<file path="config.mk">
export PLATFORM = sky130hd
export DESIGN_NAME = tsiu_top
export DESIGN_NICKNAME = d
export VERILOG_FILES = /design/src/shared/tsiu_pkg.sv /design/src/logic/tsiu_sync.sv /design/src/logic/tsiu_edge.sv /design/src/logic/tsiu_top.sv
export VERILOG_INCLUDE_DIRS = /design/src /design/src/shared
export SDC_FILE = /design/constraint.sdc
export NUM_CORES = 1
export LEC_CHECK = 0
export BUFFER_PORTS_ARGS = -buffer_cell sky130_fd_sc_hd__buf_2
export CAP_MARGIN = 20
export CORE_UTILIZATION = 40
export CTS_CLUSTER_DIAMETER = 200
export DETAILED_ROUTE_END_ITERATION = 16
export PLACE_DENSITY = 0.78
export SETUP_SLACK_MARGIN = 0.05
export SLEW_MARGIN = 20
export SYNTH_ARGS = -nofsm -noshare
export SYNTH_HDL_FRONTEND = slang
export SYNTH_HIERARCHICAL = 1
export SYNTH_SLANG_ARGS = --single-unit
</file>
<file path="constraint.sdc">
create_clock -name sys_clk_in -period 2.2 [get_ports sys_clk_in]
set_input_delay 0.55 -clock sys_clk_in [delete_from_list [all_inputs] [get_ports sys_clk_in]]
set_output_delay 0.55 -clock sys_clk_in [all_outputs]
set_load 0.02 [all_outputs]
</file>
<file path="src/shared/tsiu_cfg.svh">
`ifndef TSIU_CFG_SVH
`define TSIU_CFG_SVH

`define TSIU_ADDR_W 8
`define TSIU_ADDR_CTRL 8'h00
`define TSIU_ADDR_MISC 8'h04
`define TSIU_ADDR_STAT 8'h08

`define TSIU_BIT_GIE 0
`define TSIU_BIT_PIN_EN 1
`define TSIU_BIT_TMR_EN 2
`define TSIU_BIT_PIN_FLAG 4
`define TSIU_BIT_TMR_FLAG 5
`define TSIU_BIT_ES_LO 6
`define TSIU_BIT_ES_HI 7

`define TSIU_CTRL_RESET 8'h00
`define TSIU_MISC_RESET 8'h00
`define TSIU_HSIZE_WORD 3'h2

`define TSIU_VEC_PIN 16'h0004
`define TSIU_VEC_TMR 16'h0008

`define TSIU_SYS_CLK_NS 100
`define TSIU_CLK_PER_INSTR 4
`define TSIU_T2_PHASE 2'h1
`define TSIU_WAKE_INSTR 3

`endif

</file>
<file path="src/shared/tsiu_pkg.sv">
`default_nettype none
package tsiu_pkg;

  typedef enum logic [2:0] {
    TSIU_ST_IDLE = 3'h1,
    TSIU_ST_ARMED = 3'h2,
    TSIU_ST_WAKE = 3'h4
  } tsiu_state_t;

  typedef enum logic [1:0] {
    TSIU_EDGE_OFF = 2'h0,
    TSIU_EDGE_RISE = 2'h1,
    TSIU_EDGE_FALL = 2'h2,
    TSIU_EDGE_BOTH = 2'h3
  } tsiu_edge_t;

endpackage : tsiu_pkg
`default_nettype wire

</file>
<file path="src/logic/tsiu_sync.sv">
`timescale 1ns/1ps
`default_nettype none
module tsiu_sync #(
  parameter int W = 1
) (
  input wire logic sys_clk_in,
  input wire logic rst_in,
  input wire logic [W-1:0] async_in,
  output logic [W-1:0] sync_out
);
  typedef struct packed {
    logic [W-1:0] meta;
    logic [W-1:0] stable;
  } tsiu_sync_state_t;

  tsiu_sync_state_t state_ff;
  tsiu_sync_state_t nxt_state;

  // Only the second stage is visible; the first may be metastable.
  always_comb
  begin
    nxt_state.meta = async_in;
    nxt_state.stable = state_ff.meta;
  end

  always_ff @(posedge sys_clk_in or posedge rst_in)
  begin
    if (rst_in)
      state_ff <= '0;
    else
      state_ff <= nxt_state;
  end

  assign sync_out = state_ff.stable;
endmodule : tsiu_sync
`default_nettype wire

</file>
<file path="src/logic/tsiu_edge.sv">
`timescale 1ns/1ps
`default_nettype none
module tsiu_edge
  import tsiu_pkg::*;
(
  input wire logic sys_clk_in,
  input wire logic rst_in,
  input wire logic level_in,
  input wire logic [1:0] sel_in,
  output logic hit_out
);
  typedef struct packed {
    logic prev;
  } tsiu_edge_state_t;

  tsiu_edge_state_t state_ff;
  tsiu_edge_state_t nxt_state;
  logic rise;
  logic fall;

  always_comb
  begin
    nxt_state.prev = level_in;
    rise = level_in & ~state_ff.prev;
    fall = ~level_in & state_ff.prev;
    case (tsiu_edge_t'(sel_in))
      TSIU_EDGE_OFF: hit_out = 1'b0;
      TSIU_EDGE_RISE: hit_out = rise;
      TSIU_EDGE_FALL: hit_out = fall;
      TSIU_EDGE_BOTH: hit_out = rise | fall;
      default: hit_out = 1'b0;
    endcase
  end

  always_ff @(posedge sys_clk_in or posedge rst_in)
  begin
    if (rst_in)
      state_ff <= '0;
    else
      state_ff <= nxt_state;
  end
endmodule : tsiu_edge
`default_nettype wire

</file>
<file path="src/logic/tsiu_top.sv">
// Operation
// [RULE_01] Timer overflow or selected pin edge sets the matching request flag.
// [RULE_02] Accepting a request pushes the next-instruction PC and loads the vector.
// [RULE_03] Pin request vectors to 04H, timer request to 08H.
// [RULE_04] Simultaneous enabled requests: pin request is serviced before timer.
// [RULE_05] Global enable zero blocks service of both sources.
// [RULE_06] Control register bit 5 is timer flag, bit 4 pin flag.
// [RULE_07] Control bit 2 timer enable, bit 1 pin enable, bit 0 global enable.
// [RULE_08] No request is acknowledged while the return stack is full.
// [RULE_09] Entering service clears the global enable bit.
// [RULE_10] Servicing a request clears that source's request flag.
// [RULE_11] Requests during global disable still set and keep their flags.
// [RULE_12] Vector jump 2 or 3 instruction cycles after request; 3 after sleep.
// [RULE_13] Requests between two T2 edges are serviced on the latter edge.
// [RULE_14] Edge select bits 7:6: off, rising, falling, both edges.
// [RULE_15] Software enables the pin source, picks an edge and makes the pin input.
// [RULE_16] Any request flag rising raises wake-up, regardless of enables.
// [RULE_17] Software presets a flag high before sleep to suppress its wake-up.
// [RULE_18] A set flag stays set until serviced or written to zero.
// [RULE_19] Return-from-interrupt restores the PC and sets the global enable.
// [RULE_20] Plain return restores the PC only, global enable stays zero.
// [RULE_21] Only the program counter is saved on interrupt entry.
// [RULE_22] A nesting service routine sets the global enable again itself.
// [RULE_23] A request is accepted only at an instruction boundary; the WAKE path accepts it at a T2 pulse without checking instr_boundary_in.
`timescale 1ns/1ps
`default_nettype none
`include "tsiu_cfg.svh"
module tsiu_top
  import tsiu_pkg::*;
#(
  parameter int PC_W = 10
) (
  input wire logic sys_clk_in,
  input wire logic rst_in,
  input wire logic hsel_in,
  input wire logic [31:0] haddr_in,
  input wire logic [1:0] htrans_in,
  input wire logic hwrite_in,
  input wire logic [2:0] hsize_in,
  input wire logic [31:0] hwdata_in,
  input wire logic hready_in,
  output logic [31:0] hrdata_out,
  output logic hreadyout_out,
  output logic hresp_out,
  input wire logic ext_pin_in,
  input wire logic timer_ovf_in,
  input wire logic instr_boundary_in,
  input wire logic [PC_W-1:0] pc_in,
  input wire logic stack_full_in,
  input wire logic ret_in,
  input wire logic return_from_irq_instr_in,
  input wire logic sleep_in,
  output logic irq_take_out,
  output logic [PC_W-1:0] irq_push_pc_out,
  output logic [PC_W-1:0] irq_vector_out,
  output logic wake_out,
  output logic phase_two_clock_out
);
  localparam int INSTR_CLKS = `TSIU_CLK_PER_INSTR;
  localparam logic [7:0] CTRL_RST = `TSIU_CTRL_RESET;
  localparam logic [7:0] MISC_RST = `TSIU_MISC_RESET;
  localparam logic [1:0] PHASE_LAST = 2'(INSTR_CLKS - 1);
  localparam logic [1:0] WAKE_LAST = 2'(`TSIU_WAKE_INSTR - 1);

  typedef struct packed {
    logic [1:0] phase;
    logic phase_two_clock;
    logic pin_irq_flag;
    logic timer_irq_flag;
    logic pin_irq_enable;
    logic timer_irq_enable;
    logic global_irq_enable;
    logic edge_select_high;
    logic edge_select_low;
    tsiu_state_t st;
    logic [1:0] wake_cnt;
    logic last_src_tmr;
    logic take;
    logic [PC_W-1:0] push_pc;
    logic [PC_W-1:0] vector;
    logic wake;
    logic dp_wr;
    logic [`TSIU_ADDR_W-1:0] dp_addr;
    logic [31:0] rdata;
    logic ready;
  } tsiu_state_s_t;

  tsiu_state_s_t state_ff;
  tsiu_state_s_t nxt_state;

  logic pin_level;
  logic pin_hit;

  tsiu_sync #(
    .W(1)
  ) u_pin_sync (
    .sys_clk_in(sys_clk_in),
    .rst_in(rst_in),
    .async_in(ext_pin_in),
    .sync_out(pin_level)
  );

  tsiu_edge u_pin_edge (
    .sys_clk_in(sys_clk_in),
    .rst_in(rst_in),
    .level_in(pin_level),
    .sel_in({state_ff.edge_select_high, state_ff.edge_select_low}),
    .hit_out(pin_hit)
  );

  logic t2;
  logic addr_phase;
  logic wr_ctrl;
  logic wr_misc;
  logic pin_req;
  logic tmr_req;
  logic any_req;
  logic take_now;
  logic sel_pin;
  logic [7:0] ctrl_view;
  logic [7:0] misc_view;
  logic [7:0] stat_view;

  always_comb
  begin
    nxt_state = state_ff;
    nxt_state.take = 1'b0;
    nxt_state.ready = 1'b1;
    take_now = 1'b0;

    // Instruction cycle divider; the T2 pulse is the service sampling point.
    t2 = (state_ff.phase == `TSIU_T2_PHASE);
    nxt_state.phase = (state_ff.phase == PHASE_LAST) ? 2'h0 : state_ff.phase + 2'h1;
    nxt_state.phase_two_clock = (nxt_state.phase == `TSIU_T2_PHASE);

    // Bus address phase is captured here; the data phase follows one cycle later.
    addr_phase = hsel_in & hready_in & htrans_in[1];
    nxt_state.dp_wr = addr_phase & hwrite_in & (hsize_in == `TSIU_HSIZE_WORD);
    nxt_state.dp_addr = haddr_in[`TSIU_ADDR_W-1:0];
    wr_ctrl = state_ff.dp_wr & (state_ff.dp_addr == `TSIU_ADDR_CTRL);
    wr_misc = state_ff.dp_wr & (state_ff.dp_addr == `TSIU_ADDR_MISC);

    if (wr_ctrl)
    begin
      nxt_state.pin_irq_flag = hwdata_in[`TSIU_BIT_PIN_FLAG]; // [RULE_18]
      nxt_state.timer_irq_flag = hwdata_in[`TSIU_BIT_TMR_FLAG]; // [RULE_06]
      nxt_state.pin_irq_enable = hwdata_in[`TSIU_BIT_PIN_EN]; // [RULE_07]
      nxt_state.timer_irq_enable = hwdata_in[`TSIU_BIT_TMR_EN];
      nxt_state.global_irq_enable = hwdata_in[`TSIU_BIT_GIE];
    end
    if (wr_misc)
    begin
      nxt_state.edge_select_low = hwdata_in[`TSIU_BIT_ES_LO]; // [RULE_14]
      nxt_state.edge_select_high = hwdata_in[`TSIU_BIT_ES_HI];
    end

    // Of the two returns, only return-from-interrupt touches the global enable; a plain return leaves it. [RULE_20]
    if (return_from_irq_instr_in)
      nxt_state.global_irq_enable = 1'b1; // [RULE_19]

    // Requests gated by the individual and global enables; flags are not touched here.
    pin_req = state_ff.pin_irq_flag & state_ff.pin_irq_enable;
    tmr_req = state_ff.timer_irq_flag & state_ff.timer_irq_enable;
    any_req = (pin_req | tmr_req) & state_ff.global_irq_enable; // [RULE_05]
    sel_pin = pin_req; // [RULE_04]

    case (state_ff.st)
      TSIU_ST_IDLE:
      begin
        if (sleep_in)
        begin
          if (state_ff.wake)
          begin
            nxt_state.st = TSIU_ST_WAKE;
            nxt_state.wake_cnt = 2'h0;
          end
        end
        else if (t2 && any_req && !stack_full_in) // [RULE_13]
          nxt_state.st = TSIU_ST_ARMED;
      end
      TSIU_ST_ARMED:
      begin
        if (!any_req)
          nxt_state.st = TSIU_ST_IDLE;
        else if (instr_boundary_in && !stack_full_in) // [RULE_23] [RULE_08]
          take_now = 1'b1;
      end
      TSIU_ST_WAKE:
      begin
        // A wake-up always costs three instruction cycles before the vector.
        if (t2)
        begin
          if (state_ff.wake_cnt == WAKE_LAST) // [RULE_12]
          begin
            if (any_req && !stack_full_in)
              take_now = 1'b1;
            else
              nxt_state.st = TSIU_ST_IDLE;
          end
          else
            nxt_state.wake_cnt = state_ff.wake_cnt + 2'h1;
        end
      end
      default:
        nxt_state.st = TSIU_ST_IDLE;
    endcase

    if (take_now)
    begin
      nxt_state.st = TSIU_ST_IDLE;
      nxt_state.take = 1'b1;
      nxt_state.push_pc = pc_in; // [RULE_02] [RULE_21]
      nxt_state.vector = sel_pin ? PC_W'(`TSIU_VEC_PIN) : PC_W'(`TSIU_VEC_TMR); // [RULE_03]
      nxt_state.last_src_tmr = ~sel_pin;
      nxt_state.global_irq_enable = 1'b0; // [RULE_09]
      if (sel_pin)
        nxt_state.pin_irq_flag = 1'b0; // [RULE_10]
      else
        nxt_state.timer_irq_flag = 1'b0;
    end

    // Hardware set is applied last so a new event beats any clear in the same cycle.
    if (pin_hit)
      nxt_state.pin_irq_flag = 1'b1; // [RULE_01] [RULE_11]
    if (timer_ovf_in)
      nxt_state.timer_irq_flag = 1'b1;

    nxt_state.wake = (nxt_state.pin_irq_flag & ~state_ff.pin_irq_flag)
                   | (nxt_state.timer_irq_flag & ~state_ff.timer_irq_flag); // [RULE_16]

    // Read data reflect the register state after this edge, so a write then read is coherent.
    ctrl_view = 8'h00;
    ctrl_view[`TSIU_BIT_PIN_FLAG] = nxt_state.pin_irq_flag;
    ctrl_view[`TSIU_BIT_TMR_FLAG] = nxt_state.timer_irq_flag;
    ctrl_view[`TSIU_BIT_PIN_EN] = nxt_state.pin_irq_enable;
    ctrl_view[`TSIU_BIT_TMR_EN] = nxt_state.timer_irq_enable;
    ctrl_view[`TSIU_BIT_GIE] = nxt_state.global_irq_enable;
    misc_view = 8'h00;
    misc_view[`TSIU_BIT_ES_LO] = nxt_state.edge_select_low;
    misc_view[`TSIU_BIT_ES_HI] = nxt_state.edge_select_high;
    stat_view = {5'h00, nxt_state.last_src_tmr,
                 nxt_state.st == TSIU_ST_WAKE, nxt_state.st == TSIU_ST_ARMED};
    nxt_state.rdata = 32'h0000_0000;
    if (addr_phase && !hwrite_in)
    begin
      case (haddr_in[`TSIU_ADDR_W-1:0])
        `TSIU_ADDR_CTRL: nxt_state.rdata = {24'h00_0000, ctrl_view};
        `TSIU_ADDR_MISC: nxt_state.rdata = {24'h00_0000, misc_view};
        `TSIU_ADDR_STAT: nxt_state.rdata = {24'h00_0000, stat_view};
        default: nxt_state.rdata = 32'h0000_0000;
      endcase
    end
  end

  always_ff @(posedge sys_clk_in or posedge rst_in)
  begin
    if (rst_in)
    begin
      state_ff <= '0;
      state_ff.st <= TSIU_ST_IDLE;
      state_ff.pin_irq_flag <= CTRL_RST[`TSIU_BIT_PIN_FLAG];
      state_ff.timer_irq_flag <= CTRL_RST[`TSIU_BIT_TMR_FLAG];
      state_ff.pin_irq_enable <= CTRL_RST[`TSIU_BIT_PIN_EN];
      state_ff.timer_irq_enable <= CTRL_RST[`TSIU_BIT_TMR_EN];
      state_ff.global_irq_enable <= CTRL_RST[`TSIU_BIT_GIE];
      state_ff.edge_select_low <= MISC_RST[`TSIU_BIT_ES_LO];
      state_ff.edge_select_high <= MISC_RST[`TSIU_BIT_ES_HI];
    end
    else
      state_ff <= nxt_state;
  end

  assign hrdata_out = state_ff.rdata;
  assign hreadyout_out = state_ff.ready;
  assign hresp_out = 1'b0;
  assign irq_take_out = state_ff.take;
  assign irq_push_pc_out = state_ff.push_pc;
  assign irq_vector_out = state_ff.vector;
  assign wake_out = state_ff.wake;
  assign phase_two_clock_out = state_ff.phase_two_clock;
endmodule : tsiu_top
`default_nettype wire

</file>
Word level (Yosys, flattened, before mapping)
Index checks and enable logic that the tools add are counted.

Bits in registers: 83. Bits of input ports: 91. Output and inout bits: 57. Logic and storage cells: 111.

Add/subtract/negate cells: 2. Eq/ne operators: 20. Multiplexer cells: 33. Bitwise operators: 21. Reductions and logical operators: 12.

Operators by type and width (count): $pmux W8 S3 (1); $mux W22 (1); $mux W3 (6); $eq A8 B3 Y1 const B (2); $logic_not A8 Y1 (2); $mux W5 (3); $and A1 B1 Y1 (13); $mux W1 (11); $mux W2 (5); $eq A3 B2 Y1 const B (3); $pmux W3 S3 (1); $eq A2 B2 Y1 const B (4); $eq A8 B4 Y1 const B (1); $mux W8 (1); $ne A2 B2 Y1 const B (4); $eq A2 B1 Y1 const B (3); $eq A3 B3 Y1 const B (2); $logic_and A1 B1 Y1 (5); $not A1 Y1 (5); $reduce_and A5 Y1 (1); $add A2 B1 Y2 const B (2); $mux W4 (1); $pmux W1 S4 (1); $pmux W2 S2 (1); 6 further kinds (9).

Longest topological paths before layout
Word-level depth: 12. Gate-level depth with buffers: 8.

Modules after synthesis
Netlist, hierarchy kept.

By module, submodules not included: tsiu_top (times used 1, cells each 215, area each 2433.6 µm², sequential area each 1177.4 µm²); tsiu_edge (times used 1, cells each 11, area each 87.6 µm², sequential area each 25.0 µm²); tsiu_sync (times used 1, cells each 3, area each 53.8 µm², sequential area each 50.0 µm²).

Least setup slack after synthesis
OpenSTA, ideal clock, no wires.

Path type: flip-flop to flip-flop. Start: register state_ff[79] (netlist name). End: register state_ff (netlist bit irq_push_pc_out[0]). Arrival: 1.971 ns. Required time: 2.075 ns. Slack: 0.104 ns. Stages on the path, launching flop included: 7. Path buffers: 1. Path through: dfrtp_1 -> inv_1 -> ha_1 -> nand4b_1 -> a2111oi_4 -> buf_4 -> mux2_2.

Longest elaborated chain between the ends: 3.

Ends and longest elaborated chain: start, declared (line tsiu_top.sv:88) `tsiu_state_s_t state_ff;`; start signal, assigned (line tsiu_top.sv:270) `state_ff <= nxt_state;`; $eq A2 B1 Y1 (no line); $mux W1 (line tsiu_top.sv:191) `if (t2)`; $pmux W1 S2 (line tsiu_top.sv:167) `case (state_ff.st)`.

No other way between the ends. A chain may end at the register's enable or synchronous reset.

==> run_summary.xml <==
<?xml version="1.0" encoding="UTF-8"?>
<metrics>
  <group name="grt">
    <metric name="overflow" unit="">0</metric>
    <metric name="vias_in_the_first_global_route" unit="">1568</metric>
    <metric name="grt_usage" unit="%">14.3</metric>
    <metric name="largest_net_degree_at_the_start_of_global_routing" unit="">24</metric>
    <metric name="global_route_wire_length_before_repair" unit="µm">7130</metric>
    <metric name="grt_antenna_before_repair" unit="">0</metric>
  </group>
  <group name="floorplan">
    <metric name="floorplan.initialDensity" unit="%">42.5</metric>
    <metric name="dieHeight" unit="µm">82.2</metric>
    <metric name="fp.coreArea" unit="µm²">6060</metric>
    <metric name="rows" unit="">28</metric>
    <metric name="design.portCount" unit="">148</metric>
    <metric name="die_x" unit="µm">82.2</metric>
    <metric name="die-area" unit="µm²">6760</metric>
  </group>
  <group name="cts">
    <metric name="worst_skew_pair.late_latency" unit="ns">0.30</metric>
    <metric name="cts.repair.resized" unit="">0</metric>
    <metric name="cts.clk_slew.worst_paths" unit="ns">0.09</metric>
    <metric name="post-cts-setup-buffer-count" unit="">0</metric>
    <metric name="htreeDepth" unit="">2</metric>
    <metric name="numCtsBuffers" unit="">5</metric>
    <metric name="cts-root-to-sink-buffers" unit="">2</metric>
    <metric name="cts_hold_buffers" unit="">0</metric>
    <metric name="clock_sink_count" unit="">50</metric>
    <metric name="tritoncts_clock_tree" unit="">built</metric>
    <metric name="cts_root_buffer_type" unit="">sky130_fd_sc_hd__clkbuf_8</metric>
  </group>
  <group name="yosys">
    <metric name="synth_xor_area_share" unit="%">0</metric>
    <metric name="largest_family_of_logic_cells_by_synthesized_area" unit="">buffers and inverters</metric>
    <metric name="synth_ff_type" unit="">sky130_fd_sc_hd__dfrtp_1</metric>
    <metric name="muxShareOfSynthArea" unit="%">8.11</metric>
    <metric name="ys.warnings.count" unit="">6</metric>
    <metric name="yosys.area_share.adder" unit="%">2.92</metric>
    <metric name="synth_async_sr_flop_share" unit="%">100</metric>
    <metric name="yosys.area_share.simple" unit="%">12.1</metric>
    <metric name="synth_compound_area_share" unit="%">9.38</metric>
    <metric name="ys_types" unit="">49</metric>
    <metric name="ys_seq_elements" unit="">50</metric>
    <metric name="synth-edff-count" unit="">0</metric>
    <metric name="postSynthCellCount" unit="">229</metric>
    <metric name="post_synth.cell_area_avg" unit="µm²">11.2</metric>
    <metric name="netlist_area" unit="µm²">2570</metric>
    <metric name="ys_seq_area_share" unit="%">48.6</metric>
  </group>
  <group name="detailed_routing">
    <metric name="detailedRoute.firstPassIterationCount" unit="">4</metric>
    <metric name="drc_errors" unit="">0</metric>
    <metric name="routed_wirelength" unit="µm">4430</metric>
    <metric name="mean_number_of_vias_per_cell" unit="">4.59</metric>
    <metric name="residual_antenna_violating_net_count_after_detailed_routing" unit="">0</metric>
    <metric name="route.detailed.wl_per_inst" unit="µm">12.4</metric>
    <metric name="detailroute.via_count" unit="">1640</metric>
    <metric name="drtIter0Drc" unit="">48</metric>
  </group>
  <group name="final_layout">
    <metric name="seq_cell_area" unit="µm²">1250</metric>
    <metric name="flow.area_growth_from_synthesis" unit="%">10.7</metric>
    <metric name="nets" unit="">379</metric>
    <metric name="filler_cell_count" unit="">593</metric>
    <metric name="antenna-diode-count" unit="">0</metric>
    <metric name="drive_gt1_share" unit="%">36.5</metric>
    <metric name="area_of_the_multi_input_gates" unit="µm²">970</metric>
    <metric name="stdcell_count" unit="">357</metric>
  </group>
  <group name="critical_path">
    <metric name="cpPeakStageDelay" unit="ns">0.40</metric>
    <metric name="worstPathMaxFanout" unit="">11</metric>
    <metric name="worst_path_dominant_cell_family" unit="">simple AND/OR/NAND/NOR gates</metric>
    <metric name="cp.buffers_inverters" unit="">2</metric>
    <metric name="crit_path_cell_trace" unit="">inv_1 -&gt; ha_1 -&gt; nand4b_1 -&gt; a2111oi_4 -&gt; buf_12 -&gt; and3_4 -&gt; o21bai_2 -&gt; nor3b_1</metric>
    <metric name="cp-end-kind" unit="">register</metric>
    <metric name="cp.required" unit="ns">2.39</metric>
    <metric name="crit_slowest_cell" unit="">sky130_fd_sc_hd__a2111oi_4</metric>
    <metric name="worstSetupStartpointType" unit="">register</metric>
    <metric name="worst_ep_arrival_time" unit="ns">2.21</metric>
    <metric name="path_class" unit="">register to register</metric>
  </group>
  <group name="placed_design">
    <metric name="gp_routability_congestion" unit="">0.809</metric>
    <metric name="placed_cells" unit="">347</metric>
    <metric name="io_buffer_count" unit="">62</metric>
    <metric name="detail_placement_hpwl" unit="µm">3450</metric>
  </group>
  <group name="power_and_ir_drop">
    <metric name="power.sequential.fraction" unit="%">59.0</metric>
    <metric name="static-leakage-power" unit="nW">1.47</metric>
    <metric name="power.combinational.fraction" unit="%">9.5</metric>
    <metric name="total_switching_power" unit="mW">0.420</metric>
    <metric name="clock_power_share" unit="%">31.5</metric>
    <metric name="switching_share" unit="%">25.9</metric>
    <metric name="worst_ir_drop_vdd" unit="µV">317</metric>
    <metric name="p_int" unit="mW">1.20</metric>
    <metric name="power_density" unit="nW/µm²">569</metric>
  </group>
  <group name="status">
    <metric name="outcome" unit="">finished, final reports clean</metric>
  </group>
  <group name="timing">
    <metric name="layout_min_cycle_time" unit="ns">2.03</metric>
    <metric name="clock-skew-final" unit="ns">0.00754</metric>
    <metric name="finalCritPeriodShare" unit="%">92.1</metric>
    <metric name="finalSetupViolations" unit="">0</metric>
    <metric name="rsz_0062_raised_after_global_routing" unit="">no</metric>
    <metric name="fin_setup_tns" unit="ns">0</metric>
    <metric name="drv_slew" unit="">0</metric>
    <metric name="fmax" unit="GHz">0.494</metric>
    <metric name="hold_viol" unit="">0</metric>
  </group>
  <group name="worst_hold_path">
    <metric name="timing.hold.worst.class" unit="">primary input to async pin</metric>
  </group>
  <group name="run">
    <metric name="max-cap-violations" unit="">0</metric>
  </group>
</metrics>
==> metal layers <==
layer	wire length [µm]	track usage, %	up-vias	share of wire, %
met5	0	0	-	0
li1	-	-	789	-
met1	1840	17.9	775	42
met3	328	4.29	5	7.4
met2	2220	23.8	71	50
met4	36	4.21	0	0.81
==> worst paths after layout <==
kind	from	endpoint	slack, ns	depth (start not counted)
max	state_ff[65]	hrdata_out[4]	0.17	8
min	rst_in	u_pin_edge/state_ff	0.09	2
max reg2reg	state_ff[65]	hrdata_out[4]	0.17	8
min reg2reg	u_pin_sync/nxt_state[0]	u_pin_sync/sync_out	0.36	0
max in group asynchronous	rst_in	state_ff[67]	1.28	3
min in group sys_clk_in	ext_pin_in	u_pin_sync/nxt_state[0]	0.35	1
==> area by class of cell <==
cell class | count | share of cell area [%]
flip-flops and latches | 50 | 43.9
repair buffers | 70 | 13.9
multi-input cells | 140 | 34.0
clock buffers | 5 | 2.41
inverters | 15 | 1.97
clock inverters | 2 | 0.527
well taps | 75 | 3.29
==> placed cells by master, fill, tap and decap left out, types with 3 or more instances in the layout <==
cell / instances
sky130_fd_sc_hd__clkbuf_8: 5
sky130_fd_sc_hd__a21oi_1: 4
sky130_fd_sc_hd__o21ai_0: 3
sky130_fd_sc_hd__mux2i_1: 4
sky130_fd_sc_hd__conb_1: 35
sky130_fd_sc_hd__buf_2: 62
sky130_fd_sc_hd__nand2b_1: 3
sky130_fd_sc_hd__nor2b_1: 5
sky130_fd_sc_hd__dfrtp_1: 49
sky130_fd_sc_hd__ha_1: 6
sky130_fd_sc_hd__buf_4: 6
sky130_fd_sc_hd__nor2_1: 12
sky130_fd_sc_hd__nand2_1: 8
sky130_fd_sc_hd__o22ai_1: 3
sky130_fd_sc_hd__inv_1: 14
sky130_fd_sc_hd__mux2_2: 15
==> cells by family after synthesis <==
kind of cell             after synthesis
flip-flops                            50
multiplexers                          19
AO/OA/AOI/OAI                         30
adder cells (fa/ha/maj)                6
other                                  2
buffers and inverters                 72
AND/OR/NAND/NOR                       50
==> stage by stage <==
stage,setup slack [ns],instance area [µm²],hold slack (ns),utilization [%],total power [mW]
6_report,0.175,2850,0.0922,47.0,1.62
5_1_grt,0.0347,2850,0.0766,47.0,1.70
4_1_cts,0.0660,2820,0.0849,46.5,1.64
3_5_place_dp,0.0650,2730,0.348,45.1,1.13
3_3_place_gp,0.0890,2730,0.341,45.1,1.12
2_1_floorplan,0.104,2700,0.279,-,1.12
==> power by group through the flow <==
stage	clock, mW	combinational, mW	sequential (mW)
2_1_floorplan	0	0.146	0.971
3_3_place_gp	0	0.151	0.973
3_5_place_dp	0	0.156	0.975
4_1_cts	0.532	0.156	0.957
5_1_grt	0.570	0.175	0.960
6_report	0.512	0.154	0.957
==> synth_stat cells, types with 2 or more instances <==
library cell	count	area share [%]
sky130_fd_sc_hd__nor2b_1	5	1.2
sky130_fd_sc_hd__a21oi_1	4	0.78
sky130_fd_sc_hd__conb_1	2	0.29
sky130_fd_sc_hd__buf_2	3	0.58
sky130_fd_sc_hd__dfrtp_1	49	48
sky130_fd_sc_hd__a22o_1	2	0.68
sky130_fd_sc_hd__ha_1	6	2.9
sky130_fd_sc_hd__mux2_2	15	6.6
sky130_fd_sc_hd__o21ai_1	2	0.39
sky130_fd_sc_hd__nand4b_1	2	0.68
sky130_fd_sc_hd__inv_1	15	2.2
sky130_fd_sc_hd__buf_4	54	16
sky130_fd_sc_hd__nand3b_1	2	0.58
sky130_fd_sc_hd__o22ai_1	3	0.73
sky130_fd_sc_hd__a22oi_1	2	0.58
sky130_fd_sc_hd__or4_1	2	0.58
sky130_fd_sc_hd__mux2i_1	4	1.6
sky130_fd_sc_hd__o21ai_0	3	0.58
sky130_fd_sc_hd__nand2_1	8	1.2
sky130_fd_sc_hd__nor2_1	12	1.7
sky130_fd_sc_hd__a21o_1	2	0.58
sky130_fd_sc_hd__nor3_1	2	0.39
sky130_fd_sc_hd__o21a_1	2	0.58
sky130_fd_sc_hd__nand2b_1	3	0.73
==> sequential cells by signal, summed over array words and instances, names as in the netlist <==
signal                count
hrdata_out                7
irq_take_out              1
u_pin_sync/nxt_state      1
u_pin_sync/sync_out       1
phase_two_clock_out       1
irq_vector_out            2
hreadyout_out             1
wake_out                  1
irq_push_pc_out          10
state_ff                 24
u_pin_edge/state_ff       1
Note: power is estimated with default switching activity, not from simulation.
